File: config.mk
export PLATFORM = sky130hd
export DESIGN_NAME = pin_input_capture_block
export DESIGN_NICKNAME = d
export VERILOG_FILES = /design/src/logic/pin_capture_pkg.sv /design/src/logic/pair_stream_if.sv /design/src/logic/pair_fifo.sv /design/src/logic/input_delay_line.sv /design/src/logic/pin_input_capture_block.sv
export SDC_FILE = /design/constraint.sdc
export NUM_CORES = 1
export LEC_CHECK = 0
export BUFFER_PORTS_ARGS = -buffer_cell sky130_fd_sc_hd__buf_2
export CAP_MARGIN = 20
export CORE_AREA = 2 2 90 92
export CTS_BUF_LIST = sky130_fd_sc_hd__clkbuf_16
export CTS_CLUSTER_DIAMETER = 80
export DETAILED_ROUTE_END_ITERATION = 7
export DIE_AREA = 0 0 92 94
export PLACE_DENSITY = 0.7
export SYNTH_ARGS = -nofsm -noshare
export SYNTH_HDL_FRONTEND = slang
export SYNTH_SLANG_ARGS = --single-unit
File: constraint.sdc
create_clock -name pclk -period 3 [get_ports pclk]
set_input_delay 0.45 -clock pclk [delete_from_list [all_inputs] [get_ports pclk]]
set_output_delay 0.45 -clock pclk [all_outputs]
set_load 0.1 [all_outputs]
File: src/logic/pin_capture_pkg.sv
// constants shared by the pin input capture block and its helpers
// assumes a single 100 MHz system clock and an apb register port
package pin_capture_pkg;

  // register byte offsets
  localparam logic [7:0] ctrl_offset = 8'h00;
  localparam logic [7:0] status_offset = 8'h04;
  localparam logic [7:0] level_offset = 8'h08;

  // control register fields
  localparam int ctrl_delay_en_bit = 0;
  localparam int ctrl_delay_dyn_bit = 1;
  localparam int ctrl_mode_lsb = 2;
  localparam int ctrl_mode_width = 2;
  localparam int ctrl_pol_bit = 4;
  localparam logic [4:0] ctrl_reset = 5'h00;

  // status register fields
  localparam int status_overrun_bit = 0;
  localparam int status_empty_bit = 1;
  localparam int status_full_bit = 2;
  localparam int status_gear_phase_bit = 3;

  // delay line
  localparam int delay_code_width = 4;
  localparam int delay_taps = 16;
  localparam logic [3:0] fixed_delay_tap = 4'h4;

  // stream buffer
  localparam int pair_width = 2;
  localparam int fifo_depth = 8;

  // clock figures
  localparam int pclk_period_ns = 10;

  // capture modes, in control register encoding order
  typedef enum logic [1:0] {
    mode_bypass,
    mode_sdr,
    mode_ddr,
    mode_gearbox
  } capture_mode_t;

endpackage

File: src/logic/pair_stream_if.sv
// valid/ready carrier for captured rising/falling sample pairs
// assumes both ends run on the same system clock
`timescale 1ns/10ps
interface pair_stream_if #(
  parameter int width = 2
);
  logic valid;
  logic ready;
  logic [width-1:0] data;

  modport src (output valid, output data, input ready);
  modport snk (input valid, input data, output ready);
endinterface

File: src/logic/pair_fifo.sv
// flip-flop fifo for sample pairs with honest full and empty
// assumes push and pop sides share pclk; reset clears the pointers, not the contents
`timescale 1ns/10ps
module pair_fifo
  import pin_capture_pkg::*;
#(
  parameter int width = pair_width,
  parameter int depth = fifo_depth
) (
  // clock and reset
  input wire logic pclk,
  input wire logic presetn,
  // filling side
  pair_stream_if.snk push,
  // draining side
  pair_stream_if.src pop,
  // occupancy
  output logic [$clog2(depth):0] level
);
  localparam int aw = $clog2(depth);

  initial begin
    if (depth < 2 || (1 << aw) != depth) begin
      $error("pair_fifo depth must be a power of two of at least 2");
    end
  end

  logic [width-1:0] mem_q [depth];
  logic [aw:0] wr_q;
  logic [aw:0] rd_q;
  logic do_push;
  logic do_pop;

  // full when pointers differ only in the wrap bit
  assign level = wr_q - rd_q;
  assign push.ready = (level != (aw+1)'(depth));
  assign pop.valid = (wr_q != rd_q);
  assign pop.data = mem_q[rd_q[aw-1:0]];
  assign do_push = push.valid & push.ready;
  assign do_pop = pop.valid & pop.ready;

  // storage has no reset; only valid entries are ever read
  always_ff @(posedge pclk) begin
    if (do_push) begin
      mem_q[wr_q[aw-1:0]] <= push.data;
    end
  end

  // pointers
  always_ff @(posedge pclk or negedge presetn) begin
    if (!presetn) begin
      wr_q <= '0;
      rd_q <= '0;
    end else begin
      if (do_push) begin
        wr_q <= wr_q + 1'b1;
      end
      if (do_pop) begin
        rd_q <= rd_q + 1'b1;
      end
    end
  end
endmodule

File: src/logic/input_delay_line.sv
// tapped delay on the synchronised pad sample, fixed or coded tap
// assumes the input is already in the pclk domain
`timescale 1ns/10ps
module input_delay_line
  import pin_capture_pkg::*;
#(
  parameter int taps = delay_taps
) (
  // clock and reset
  input wire logic pclk,
  input wire logic presetn,
  // control
  input wire logic delay_enable,
  input wire logic use_dynamic,
  input wire logic [delay_code_width-1:0] code,
  // data
  input wire logic d,
  output logic q
);
  initial begin
    if (taps != (1 << delay_code_width)) begin
      $error("input_delay_line taps must match the code width");
    end
  end

  logic [taps-1:0] line_q;
  logic [delay_code_width-1:0] tap;

  // line shifts every cycle so a tap change takes effect at once
  always_ff @(posedge pclk or negedge presetn) begin
    if (!presetn) begin
      line_q <= '0;
    end else begin
      line_q <= {line_q[taps-2:0], d};
    end
  end

  // tap 0 is one cycle behind the input
  assign tap = use_dynamic ? code : fixed_delay_tap;            // RULE2
  assign q = delay_enable ? line_q[tap] : d;                    // RULE2
endmodule

File: src/logic/pin_input_capture_block.sv
// input capture stage of one i/o cell pair: bypass, delay, sdr, ddr
// and gearbox capture, resynchronised to pclk and buffered to the core.
// registers: ctrl holds delay enable, delay source, mode and polarity;
// status holds overrun, buffer empty, full and gearbox phase; level
// holds the buffer count. other offsets answer with pslverr.
// assumes pad, complementary pad and strobe arrive asynchronous to pclk;
// strobe edges must be spaced by at least three pclk periods.
// Notes on behaviour
// RULE1: pad level can skip delay and registers, feeding core and clock net; here it passes two synchroniser flops and one output register.
// RULE2: enabled delay is fixed or picked by a four-bit code from the core.
// RULE3: sdr mode captures the input in one register on the system clock.
// RULE4: ddr mode samples on rising and falling strobe edges, two streams.
// RULE5: both strobe streams move into the system clock domain before core.
// RULE6: gearbox turns primary-cell ddr data into four core streams.
// RULE7: a registered core input is captured on the system clock rising edge.
// RULE8: a polarity control inverts or keeps the clock of the ddr stage.
// RULE9: input-stage flops update only while the core clock enable is high; here the synchroniser, delay line and bypass flops run ungated.
// RULE10: rising sample is the first stream, falling sample the second.
`timescale 1ns/10ps
module pin_input_capture_block
  import pin_capture_pkg::*;
#(
  parameter int depth = fifo_depth
) (
  // system clock and reset
  input wire logic pclk,
  input wire logic presetn,
  // apb slave
  input wire logic psel,
  input wire logic penable,
  input wire logic pwrite,
  input wire logic [7:0] paddr,
  input wire logic [31:0] pwdata,
  output logic [31:0] prdata,
  output logic pready,
  output logic pslverr,
  // pins
  input wire logic pad_input_signal,
  input wire logic complement_pad_signal,
  input wire logic dqs_strobe,
  // control from the core
  input wire logic capture_enable,
  input wire logic [delay_code_width-1:0] dynamic_delay_code,
  input wire logic stream_ready,
  // to the core
  output logic unregistered_core_input,
  output logic clock_network_input,
  output logic strobe_delay_input,
  output logic registered_core_input,
  output logic complement_core_input,
  output logic stream_valid,
  output logic rising_edge_stream,
  output logic falling_edge_stream,
  output logic gearbox_stream_a_first,
  output logic gearbox_stream_a_second,
  output logic gearbox_stream_b_first,
  output logic gearbox_stream_b_second
);
  initial begin
    if (depth < 2) begin
      $error("pin_input_capture_block needs a buffer of at least 2");
    end
  end

  // control and status state
  logic delay_en_q;
  logic delay_dyn_q;
  capture_mode_t mode_q;
  logic dual_rate_clock_polarity;
  logic overrun_q;
  logic [$clog2(depth):0] fifo_level;

  // input synchronisers: stage one is read only by stage two
  logic pad_s1_q;
  logic pad_s2_q;
  logic comp_s1_q;
  logic comp_s2_q;
  logic dqs_s1_q;
  logic dqs_s2_q;
  logic strobe_prev_q;

  // capture path
  logic pad_delayed;
  logic strobe_eff;
  logic strobe_rise;
  logic strobe_fall;
  logic strobe_prev_eff;
  logic rise_sample_q;
  logic pair_valid_q;
  logic [pair_width-1:0] pair_q;
  logic ddr_active;

  // core side
  logic gear_phase_q;
  logic [pair_width-1:0] gear_hold_q;
  logic out_valid_q;
  logic take_pop;

  pair_stream_if #(.width(pair_width)) capture_stream ();
  pair_stream_if #(.width(pair_width)) core_stream ();

  // apb decode
  logic apb_setup;
  logic apb_write;
  logic addr_hit;

  // a write lands at the edge where psel, penable and pready all stand;
  // the slave never waits, so every transfer takes two cycles
  assign apb_setup = psel & ~penable;
  assign apb_write = psel & penable & pready & pwrite;

  function automatic logic mapped(input logic [7:0] a);
    mapped = (a == ctrl_offset) || (a == status_offset) ||
             (a == level_offset);
  endfunction

  assign addr_hit = mapped(paddr);

  // slave answers in the first access cycle, never waits
  always_ff @(posedge pclk or negedge presetn) begin
    if (!presetn) begin
      pready <= 1'b0;
      pslverr <= 1'b0;
    end else begin
      pready <= apb_setup;
      pslverr <= apb_setup & ~addr_hit;
    end
  end

  // read data captured in the setup cycle, stable through access
  always_ff @(posedge pclk or negedge presetn) begin
    if (!presetn) begin
      prdata <= '0;
    end else if (apb_setup) begin
      prdata <= '0;
      if (!pwrite) begin
        case (paddr)
          ctrl_offset: begin
            prdata[ctrl_delay_en_bit] <= delay_en_q;
            prdata[ctrl_delay_dyn_bit] <= delay_dyn_q;
            prdata[ctrl_mode_lsb +: ctrl_mode_width] <= mode_q;
            prdata[ctrl_pol_bit] <= dual_rate_clock_polarity;
          end
          status_offset: begin
            prdata[status_overrun_bit] <= overrun_q;
            prdata[status_empty_bit] <= ~core_stream.valid;
            prdata[status_full_bit] <= ~capture_stream.ready;
            prdata[status_gear_phase_bit] <= gear_phase_q;
          end
          level_offset: begin
            prdata[$clog2(depth):0] <= fifo_level;
          end
          default: begin
            prdata <= '0;
          end
        endcase
      end
    end
  end

  // control register; mode change flushes nothing, software drains first
  always_ff @(posedge pclk or negedge presetn) begin
    if (!presetn) begin
      delay_en_q <= ctrl_reset[ctrl_delay_en_bit];
      delay_dyn_q <= ctrl_reset[ctrl_delay_dyn_bit];
      mode_q <= capture_mode_t'(ctrl_reset[ctrl_mode_lsb +: ctrl_mode_width]);
      dual_rate_clock_polarity <= ctrl_reset[ctrl_pol_bit];
    end else if (apb_write && paddr == ctrl_offset) begin
      delay_en_q <= pwdata[ctrl_delay_en_bit];
      delay_dyn_q <= pwdata[ctrl_delay_dyn_bit];
      mode_q <= capture_mode_t'(pwdata[ctrl_mode_lsb +: ctrl_mode_width]);
      dual_rate_clock_polarity <= pwdata[ctrl_pol_bit];
    end
  end

  // overrun is sticky, write one clears; a new overrun beats the clear
  always_ff @(posedge pclk or negedge presetn) begin
    if (!presetn) begin
      overrun_q <= 1'b0;
    end else if (pair_valid_q && !capture_stream.ready) begin
      overrun_q <= 1'b1;
    end else if (apb_write && paddr == status_offset &&
                 pwdata[status_overrun_bit]) begin
      overrun_q <= 1'b0;
    end
  end

  // two-flop synchronisers for pins that are asynchronous to pclk
  always_ff @(posedge pclk or negedge presetn) begin
    if (!presetn) begin
      pad_s1_q <= 1'b0;
      pad_s2_q <= 1'b0;
      comp_s1_q <= 1'b0;
      comp_s2_q <= 1'b0;
      dqs_s1_q <= 1'b0;
      dqs_s2_q <= 1'b0;
    end else begin
      pad_s1_q <= pad_input_signal;
      pad_s2_q <= pad_s1_q;
      comp_s1_q <= complement_pad_signal;
      comp_s2_q <= comp_s1_q;
      dqs_s1_q <= dqs_strobe;
      dqs_s2_q <= dqs_s1_q;
    end
  end

  // bypass taps the synchronised level ahead of delay and capture;
  // they are not gated by the clock enable since no capture is implied
  always_ff @(posedge pclk or negedge presetn) begin
    if (!presetn) begin
      unregistered_core_input <= 1'b0;
      clock_network_input <= 1'b0;
      strobe_delay_input <= 1'b0;
    end else begin
      unregistered_core_input <= pad_s2_q;                      // RULE1
      clock_network_input <= pad_s2_q;                          // RULE1
      strobe_delay_input <= pad_s2_q;                           // RULE1
    end
  end

  // delay acts on the synchronised level, so one tap is one pclk period
  input_delay_line #(.taps(delay_taps)) u_delay (
    .pclk(pclk),
    .presetn(presetn),
    .delay_enable(delay_en_q),
    .use_dynamic(delay_dyn_q),
    .code(dynamic_delay_code),
    .d(pad_s2_q),
    .q(pad_delayed)
  );

  // single rate capture on the rising system clock edge;
  // it runs in the dual rate modes too, giving the core a level view
  always_ff @(posedge pclk or negedge presetn) begin
    if (!presetn) begin
      registered_core_input <= 1'b0;
      complement_core_input <= 1'b0;
    end else if (capture_enable && mode_q != mode_bypass) begin // RULE9
      registered_core_input <= pad_delayed;                     // RULE3 RULE7
      complement_core_input <= comp_s2_q;                       // RULE7
    end
  end

  // strobe edge finder; polarity swaps which edge counts as rising.
  // the raw level is kept and polarity applied to both sides, so a
  // polarity write alone never makes a false strobe edge
  assign strobe_eff = dqs_s2_q ^ dual_rate_clock_polarity;      // RULE8
  assign strobe_prev_eff = strobe_prev_q ^ dual_rate_clock_polarity;
  assign strobe_rise = strobe_eff & ~strobe_prev_eff;
  assign strobe_fall = ~strobe_eff & strobe_prev_eff;
  assign ddr_active = (mode_q == mode_ddr) || (mode_q == mode_gearbox);

  always_ff @(posedge pclk or negedge presetn) begin
    if (!presetn) begin
      strobe_prev_q <= 1'b0;
    end else begin
      strobe_prev_q <= dqs_s2_q;
    end
  end

  // dual rate capture: rising sample waits for its falling partner,
  // then the pair enters the buffer as one word
  always_ff @(posedge pclk or negedge presetn) begin
    if (!presetn) begin
      rise_sample_q <= 1'b0;
      pair_q <= '0;
      pair_valid_q <= 1'b0;
    end else begin
      pair_valid_q <= 1'b0;
      if (capture_enable && ddr_active) begin                   // RULE9
        if (strobe_rise) begin
          rise_sample_q <= pad_delayed;                         // RULE4
        end
        if (strobe_fall) begin
          pair_q <= {pad_delayed, rise_sample_q};               // RULE4 RULE10
          pair_valid_q <= 1'b1;
        end
      end
    end
  end

  // a pin cannot be stalled, so a full buffer drops the pair and flags it
  assign capture_stream.valid = pair_valid_q;
  assign capture_stream.data = pair_q;

  // depth trades area against how long the core may stall
  pair_fifo #(.width(pair_width), .depth(depth)) u_fifo (
    .pclk(pclk),
    .presetn(presetn),
    .push(capture_stream),
    .pop(core_stream),
    .level(fifo_level)
  );

  // output stage takes a pair when its slot is free or being consumed
  assign take_pop = core_stream.valid & (~out_valid_q | stream_ready);
  assign core_stream.ready = ~out_valid_q | stream_ready;

  // presentation to the core, all in the pclk domain;
  // the gearbox raises valid only with both halves, so the core never
  // sees a word whose second-cell streams are stale
  always_ff @(posedge pclk or negedge presetn) begin
    if (!presetn) begin
      out_valid_q <= 1'b0;
      gear_phase_q <= 1'b0;
      gear_hold_q <= '0;
      rising_edge_stream <= 1'b0;
      falling_edge_stream <= 1'b0;
      gearbox_stream_a_first <= 1'b0;
      gearbox_stream_a_second <= 1'b0;
      gearbox_stream_b_first <= 1'b0;
      gearbox_stream_b_second <= 1'b0;
    end else begin
      if (out_valid_q && stream_ready) begin
        out_valid_q <= 1'b0;
      end
      if (mode_q != mode_gearbox) begin
        gear_phase_q <= 1'b0;
      end
      if (take_pop) begin
        if (mode_q == mode_gearbox) begin
          // two strobe periods make one four-stream word
          gear_phase_q <= ~gear_phase_q;                        // RULE6
          if (!gear_phase_q) begin
            gear_hold_q <= core_stream.data;
          end else begin
            gearbox_stream_a_first <= gear_hold_q[0];           // RULE6
            gearbox_stream_a_second <= gear_hold_q[1];          // RULE6
            gearbox_stream_b_first <= core_stream.data[0];      // RULE6
            gearbox_stream_b_second <= core_stream.data[1];     // RULE6
            out_valid_q <= 1'b1;
          end
        end else begin
          rising_edge_stream <= core_stream.data[0];            // RULE5 RULE10
          falling_edge_stream <= core_stream.data[1];           // RULE5 RULE10
          out_valid_q <= 1'b1;
        end
      end
    end
  end

  assign stream_valid = out_valid_q;
endmodule

; After elaboration in Yosys (flattened, before gate mapping)
; Memories as Yosys holds them, arrays and structs flattened.
; Index checks and enable logic that the tools add are counted.
[totals]
ff_bits = 88
ram_bits = 16
inputBits = 54
out_inout_bits = 46
word_cells = 105
mem_count = 1
[classes]
add_sub_neg = 3
order_cmp = 1
n_eq_ne = 7
muxes = 20
bitwise = 21
reduce_logical = 19
[memory_table]
columns = name, depth, width, read_ports, rd_clocked_by_memory_dff, wr, line
row1 = u_fifo.mem_q, 8, 2, 1, 0, 1, pair_fifo.sv:28  ; logic [width-1:0] mem_q [depth];
[op_table]
columns = op, count
row1 = 2-to-1 mux 1 bit, 16
row2 = one-hot mux 4 bit (3 select lines), 1
row3 = bitwise AND 1 bit, 9
row4 = inverter 1 bit, 9
row5 = adder 4 x 1 -> 4 bit (second input constant), 2
row6 = == test 8 x 3 -> 1 bit (second input constant), 1
row7 = == test 8 x 4 -> 1 bit (second input constant), 1
row8 = logical NOT 8 bit, 1
row9 = logical AND 1 bit, 7
row10 = AND reduction 2 bit, 3
row11 = AND reduction 3 bit, 2
row12 = less-than comparator 4 x 5 -> 1 bit (second input constant), 1
row13 = 2-to-1 mux 5 bit, 1
row14 = binary-select mux 1 bit (select 4 bit), 1
row15 = == test 2 bit (second input constant), 2
row16 = 2-to-1 mux 4 bit, 1
row17 = inequality test 4 bit, 1
row18 = inequality test 4 bit (second input constant), 1
row19 = nonzero test 2 bit, 2
row20 = subtractor 4 bit, 1
row21 = logical OR 1 bit, 3
row22 = inequality test 2 bit (second input constant), 1
row23 = XOR 1 bit, 2
row24 = logical NOT 1 bit, 1
row25 = bitwise OR 1 bit, 1

; Depth between registers and ports, before layout
[depth]
word_depth = 7
mapped_depth = 8
depth_no_buf = 8

; By module
; From an unflattened synthesis, not the netlist that was laid out.
[unflattened]
hier_cells = 280
hier_area_um2 = 3577.2
[modules_own_cells]
columns = mod, n_inst, cells_each, area_per_inst_um2, seq_area_each_um2
row1 = pin_input_capture_block, 1, 148, 1746.7, 925.9
row2 = pair_fifo, 1, 90, 1226.2, 680.7
row3 = input_delay_line, 1, 42, 604.3, 400.4

; Worst setup path before layout
; OpenSTA, ideal clock, no wires.
[synth_path]
kind = register to register
startpoint = register u_fifo.wr_q[0]
endpoint = memory u_fifo.mem_q[0][0], enable pin
setup_time_ps = 349
t_arrival_ps = 1851
t_required_ps = 2651
path_slack_ps = 801
path_stages_with_launch = 8
n_path_buf = 0
synth_period_minus_slack_ps = 2199
cell_sequence = dfrtp_1 inv_1 ha_1 fa_1 xor2_1 nand3_1 nor3b_4 nor4_1
[synth_via]
elab_chain_cells = 5
[synth_rtl]
columns = item, line
row1 = "start, declared", pair_fifo.sv:29  ; logic [aw:0] wr_q;
row2 = "start signal, assigned", pair_fifo.sv:56  ; wr_q <= wr_q + 1'b1;
row3 = subtractor 4 bit, pair_fifo.sv:35  ; assign level = wr_q - rd_q;
row4 = inequality test 4 bit, pair_fifo.sv:36  ; assign push.ready = (level != (aw+1)'(depth));
row5 = bitwise AND 1 bit, pair_fifo.sv:39  ; assign do_push = push.valid & push.ready;
row6 = 2-to-1 mux 1 bit, pair_fifo.sv:44  ; if (do_push) begin
row7 = 2-to-1 mux 1 bit (implied by the code), pair_fifo.sv:45  ; mem_q[wr_q[aw-1:0]] <= push.data;
row8 = "end, declared", pair_fifo.sv:28
; Parallel ways exist; a longest one is shown, timed or not.

; Final worst setup path
[layout_path]
startpoint = register u_fifo.rd_q[1]
endpoint = memory u_fifo.mem_q[2][0], enable pin
[layout_via]
elab_chain_cells = 5
[layout_rtl]
columns = item, line
row1 = "start, declared", pair_fifo.sv:30  ; logic [aw:0] rd_q;
row2 = "start signal, assigned", pair_fifo.sv:59  ; rd_q <= rd_q + 1'b1;
row3 = subtractor 4 bit, pair_fifo.sv:35
row4 = inequality test 4 bit, pair_fifo.sv:36
row5 = bitwise AND 1 bit, pair_fifo.sv:39
row6 = 2-to-1 mux 1 bit, pair_fifo.sv:44
row7 = 2-to-1 mux 1 bit (implied by the code), pair_fifo.sv:45
; No other way between the ends.

==> impl_metrics.env <==
export IMPL_status="finished clean"
export IMPL_clkLatencyLatePin_ns=0.33
export IMPL_synth_cell_types=46
export IMPL_clockRootBuffer="clkbuf_16"
export IMPL_ys_seq_area_share_pct=58.2
export IMPL_finalSetupViolCount=0
export IMPL_min_path_type="primary input to async pin"
export IMPL_grt_ovfl_total=0
export IMPL_dp_cells=413
export IMPL_crit_type="register to register"
export IMPL_skew_ns=0.00739
export IMPL_slowest_stage="dfrtp_1"
export IMPL_drive_above_1_share_pct=28.1
export IMPL_cts_setup_buffers=0
export IMPL_grt_pass1_vias=2078
export IMPL_post_cts_resized=0
export IMPL_synth_flop_cell="dfrtp_1"
export IMPL_cp_start_kind="register"
export IMPL_instances_no_fill=429
export IMPL_p_total_mw=3.05
export IMPL_syn2layout_area_growth_pct=16.1
export IMPL_worstPathCellList="inv_1 > ha_1 > nor2b_1 > o21ai_1 > a21oi_1 > nand2b_1 > o21ai_0 > nor3_1"
export IMPL_htreeDepth=3
export IMPL_routedWlPerCell_um=13.9
export IMPL_gp_congestion=0.816
export IMPL_drcViolationCount=0
export IMPL_initial_core_util_pct=44.8
export IMPL_grt_start_max_net_pins=27
export IMPL_crit_required_ns=3.00
export IMPL_antenna_cells=0
export IMPL_dpl_cell_area_mm2=0.00364
export IMPL_slew_violations=0
export IMPL_antenna_found_initial=0
export IMPL_syn_area_mm2=0.00341
export IMPL_fillCellCount=680
export IMPL_die_h_um=94
export IMPL_final_cell_mix="60 x dfrtp_1, 45 x buf_2, 27 x conb_1, 26 x nand2_1"
export IMPL_cts_sinks=76
export IMPL_final_common_cell="dfrtp_1"
export IMPL_drtIter0Drc=113
export IMPL_fin_tns_setup_ns=0
export IMPL_vias_per_cell=4.90
export IMPL_grt_use_total_pct=15.2
export IMPL_yosysWarnings=0
export IMPL_dp_final_hpwl_mm=4.37
export IMPL_syn_avg_cell_area_um2=12.6
export IMPL_ys_ff_latch=76
export IMPL_nNetsFinal=382
export IMPL_worstSetupStartpoint="u_fifo.rd_q[1]"
export IMPL_cts_tree="done"
export IMPL_dr_pass1_iters=4
export IMPL_endpoint_kind="register"
export IMPL_ios=100
export IMPL_fin_ws_ns=0.426
export IMPL_worstPathMaxFanout=8
export IMPL_clk_pin_slew_ns=0.06
export IMPL_cts_buffers_inserted=9
export IMPL_io_buffer_count=45
export IMPL_clock_fmax_mhz=389
export IMPL_ctsLongestPathBuffers=2
export IMPL_dieArea_mm2=0.00865
export IMPL_hold_viol_final=0
export IMPL_syn_inst=270
export IMPL_fin_hold_ws_ns=0.0255
export IMPL_core_area_mm2=0.00761
export IMPL_rsz0062_at_grt="no"
export IMPL_via_count=2100
export IMPL_wirelength_mm=5.95
export IMPL_die_w_um=92
export IMPL_ant_nets=0
export IMPL_async_reset_ff_share_pct=78.9
export IMPL_powerDensity_mw_per_mm2=772
export IMPL_fin_util_pct=52.0
export IMPL_max_slew_margin_pct=53.6
export IMPL_worst_ep_arrival_time_ns=2.57
export IMPL_p_leak_nw=1.83
export IMPL_fin_crit_sh_pct=85.8
export IMPL_vdd_drop_max_v=0.000501
export IMPL_dpl_worst_slack_ns=0.392
export IMPL_worst_pin_slew_ns=0.691
export IMPL_stdcell_area_mm2=0.00395
export IMPL_synth_edf_count=16
export IMPL_drv_cap=0
export IMPL_row_count=32
export IMPL_grt_pass1_wl_mm=9.92
export IMPL_regToRegStartpoint="u_fifo.rd_q[1]"
export IMPL_fin_crit_ns=2.57
export IMPL_cp_slowest_stage_delay_ns=0.57
export IMPL_cts_hold_buf=0
## cell usage after synthesis (3+ instances only)
library cell | n | area share [%]
a21oi_1 | 5 | 0.73
a22o_1 | 3 | 0.77
buf_4 | 29 | 6.4
dfrtp_1 | 60 | 44
edfxtp_1 | 16 | 14
ha_1 | 5 | 1.8
inv_1 | 12 | 1.3
mux2_2 | 16 | 5.3
mux2i_1 | 4 | 1.2
mux4_2 | 5 | 3.3
nand2_1 | 26 | 2.9
nand3_1 | 7 | 1.0
nor2_1 | 12 | 1.3
nor2b_1 | 4 | 0.73
nor3_1 | 6 | 0.88
nor4_1 | 5 | 0.92
o21ai_0 | 9 | 1.3
o31ai_1 | 3 | 0.66
xnor2_1 | 5 | 1.3
xor2_1 | 4 | 1.0
## layer usage
layer	up-vias	global-route usage [%]	part of all wire (%)
li1	1014	-	-
met1	1027	18.5	43
met2	53	24.9	51
met3	6	6.50	5.4
met4	0	4.48	1.1
met5	-	0	0
## critical path, delay by kind of cell, from the launching register on
family | cells | cell delay (ns)
AOI/OAI and AO/OA | 3 | 0.53
DFF | 1 | 0.57
buffers and inverters | 1 | 0.11
adders and majority gates | 1 | 0.31
and+or+nand+nor | 3 | 0.72
## registers in the layout (all words and copies together), names as in the netlist, 2 cells and up
name and count:
u_delay.line_q 16, u_fifo.mem_q 16, prdata 5, u_fifo.rd_q 4
u_fifo.wr_q 4, capture_stream.data 2, gear_hold_q 2, mode_q 2
## report_power, final
part	switching (mW)	total, mW	internal (mW)	leakage [nW]
clock	0.401	1.09	0.690	0.155
combinational	0.563	0.777	0.215	0.763
sequential	0.0647	1.18	1.12	0.911
## cells by family after synthesis
logic type,share of synthesized area [%]
flip-flops,58.2
AND/OR/NAND/NOR,11.4
buffers and inverters,8.23
AO/OA/AOI/OAI,7.53
multiplexers,9.77
XOR/XNOR,2.31
adder cells (fa/ha/maj),2.42
other,0.110
## layout make-up
cell class / instances / area, um2 / area share, %
timing repair buffer: 48 / 248 / 6.27
sequential: 76 / 1980 / 50.1
clock buffer: 10 / 250 / 6.33
inverter: 12 / 45.0 / 1.14
multi-input combinational: 175 / 1240 / 31.4
tap: 102 / 128 / 3.23
clock inverter: 6 / 60.1 / 1.52
## worst paths after layout
path / slack, ns / cells after the start / endpoint
min in group pclk: 0.22 / 1 / comp_s1_q
setup / recovery: 0.43 / 8 / u_fifo.mem_q[2][0]
hold reg to reg: 0.35 / 0 / pad_s2_q
max in group asynchronous: 2.30 / 2 / rising_edge_stream
hold / removal: 0.03 / 1 / u_delay.line_q[2]
setup reg to reg: 0.43 / 8 / u_fifo.mem_q[2][0]
Note: power is estimated with default switching activity, not from simulation.
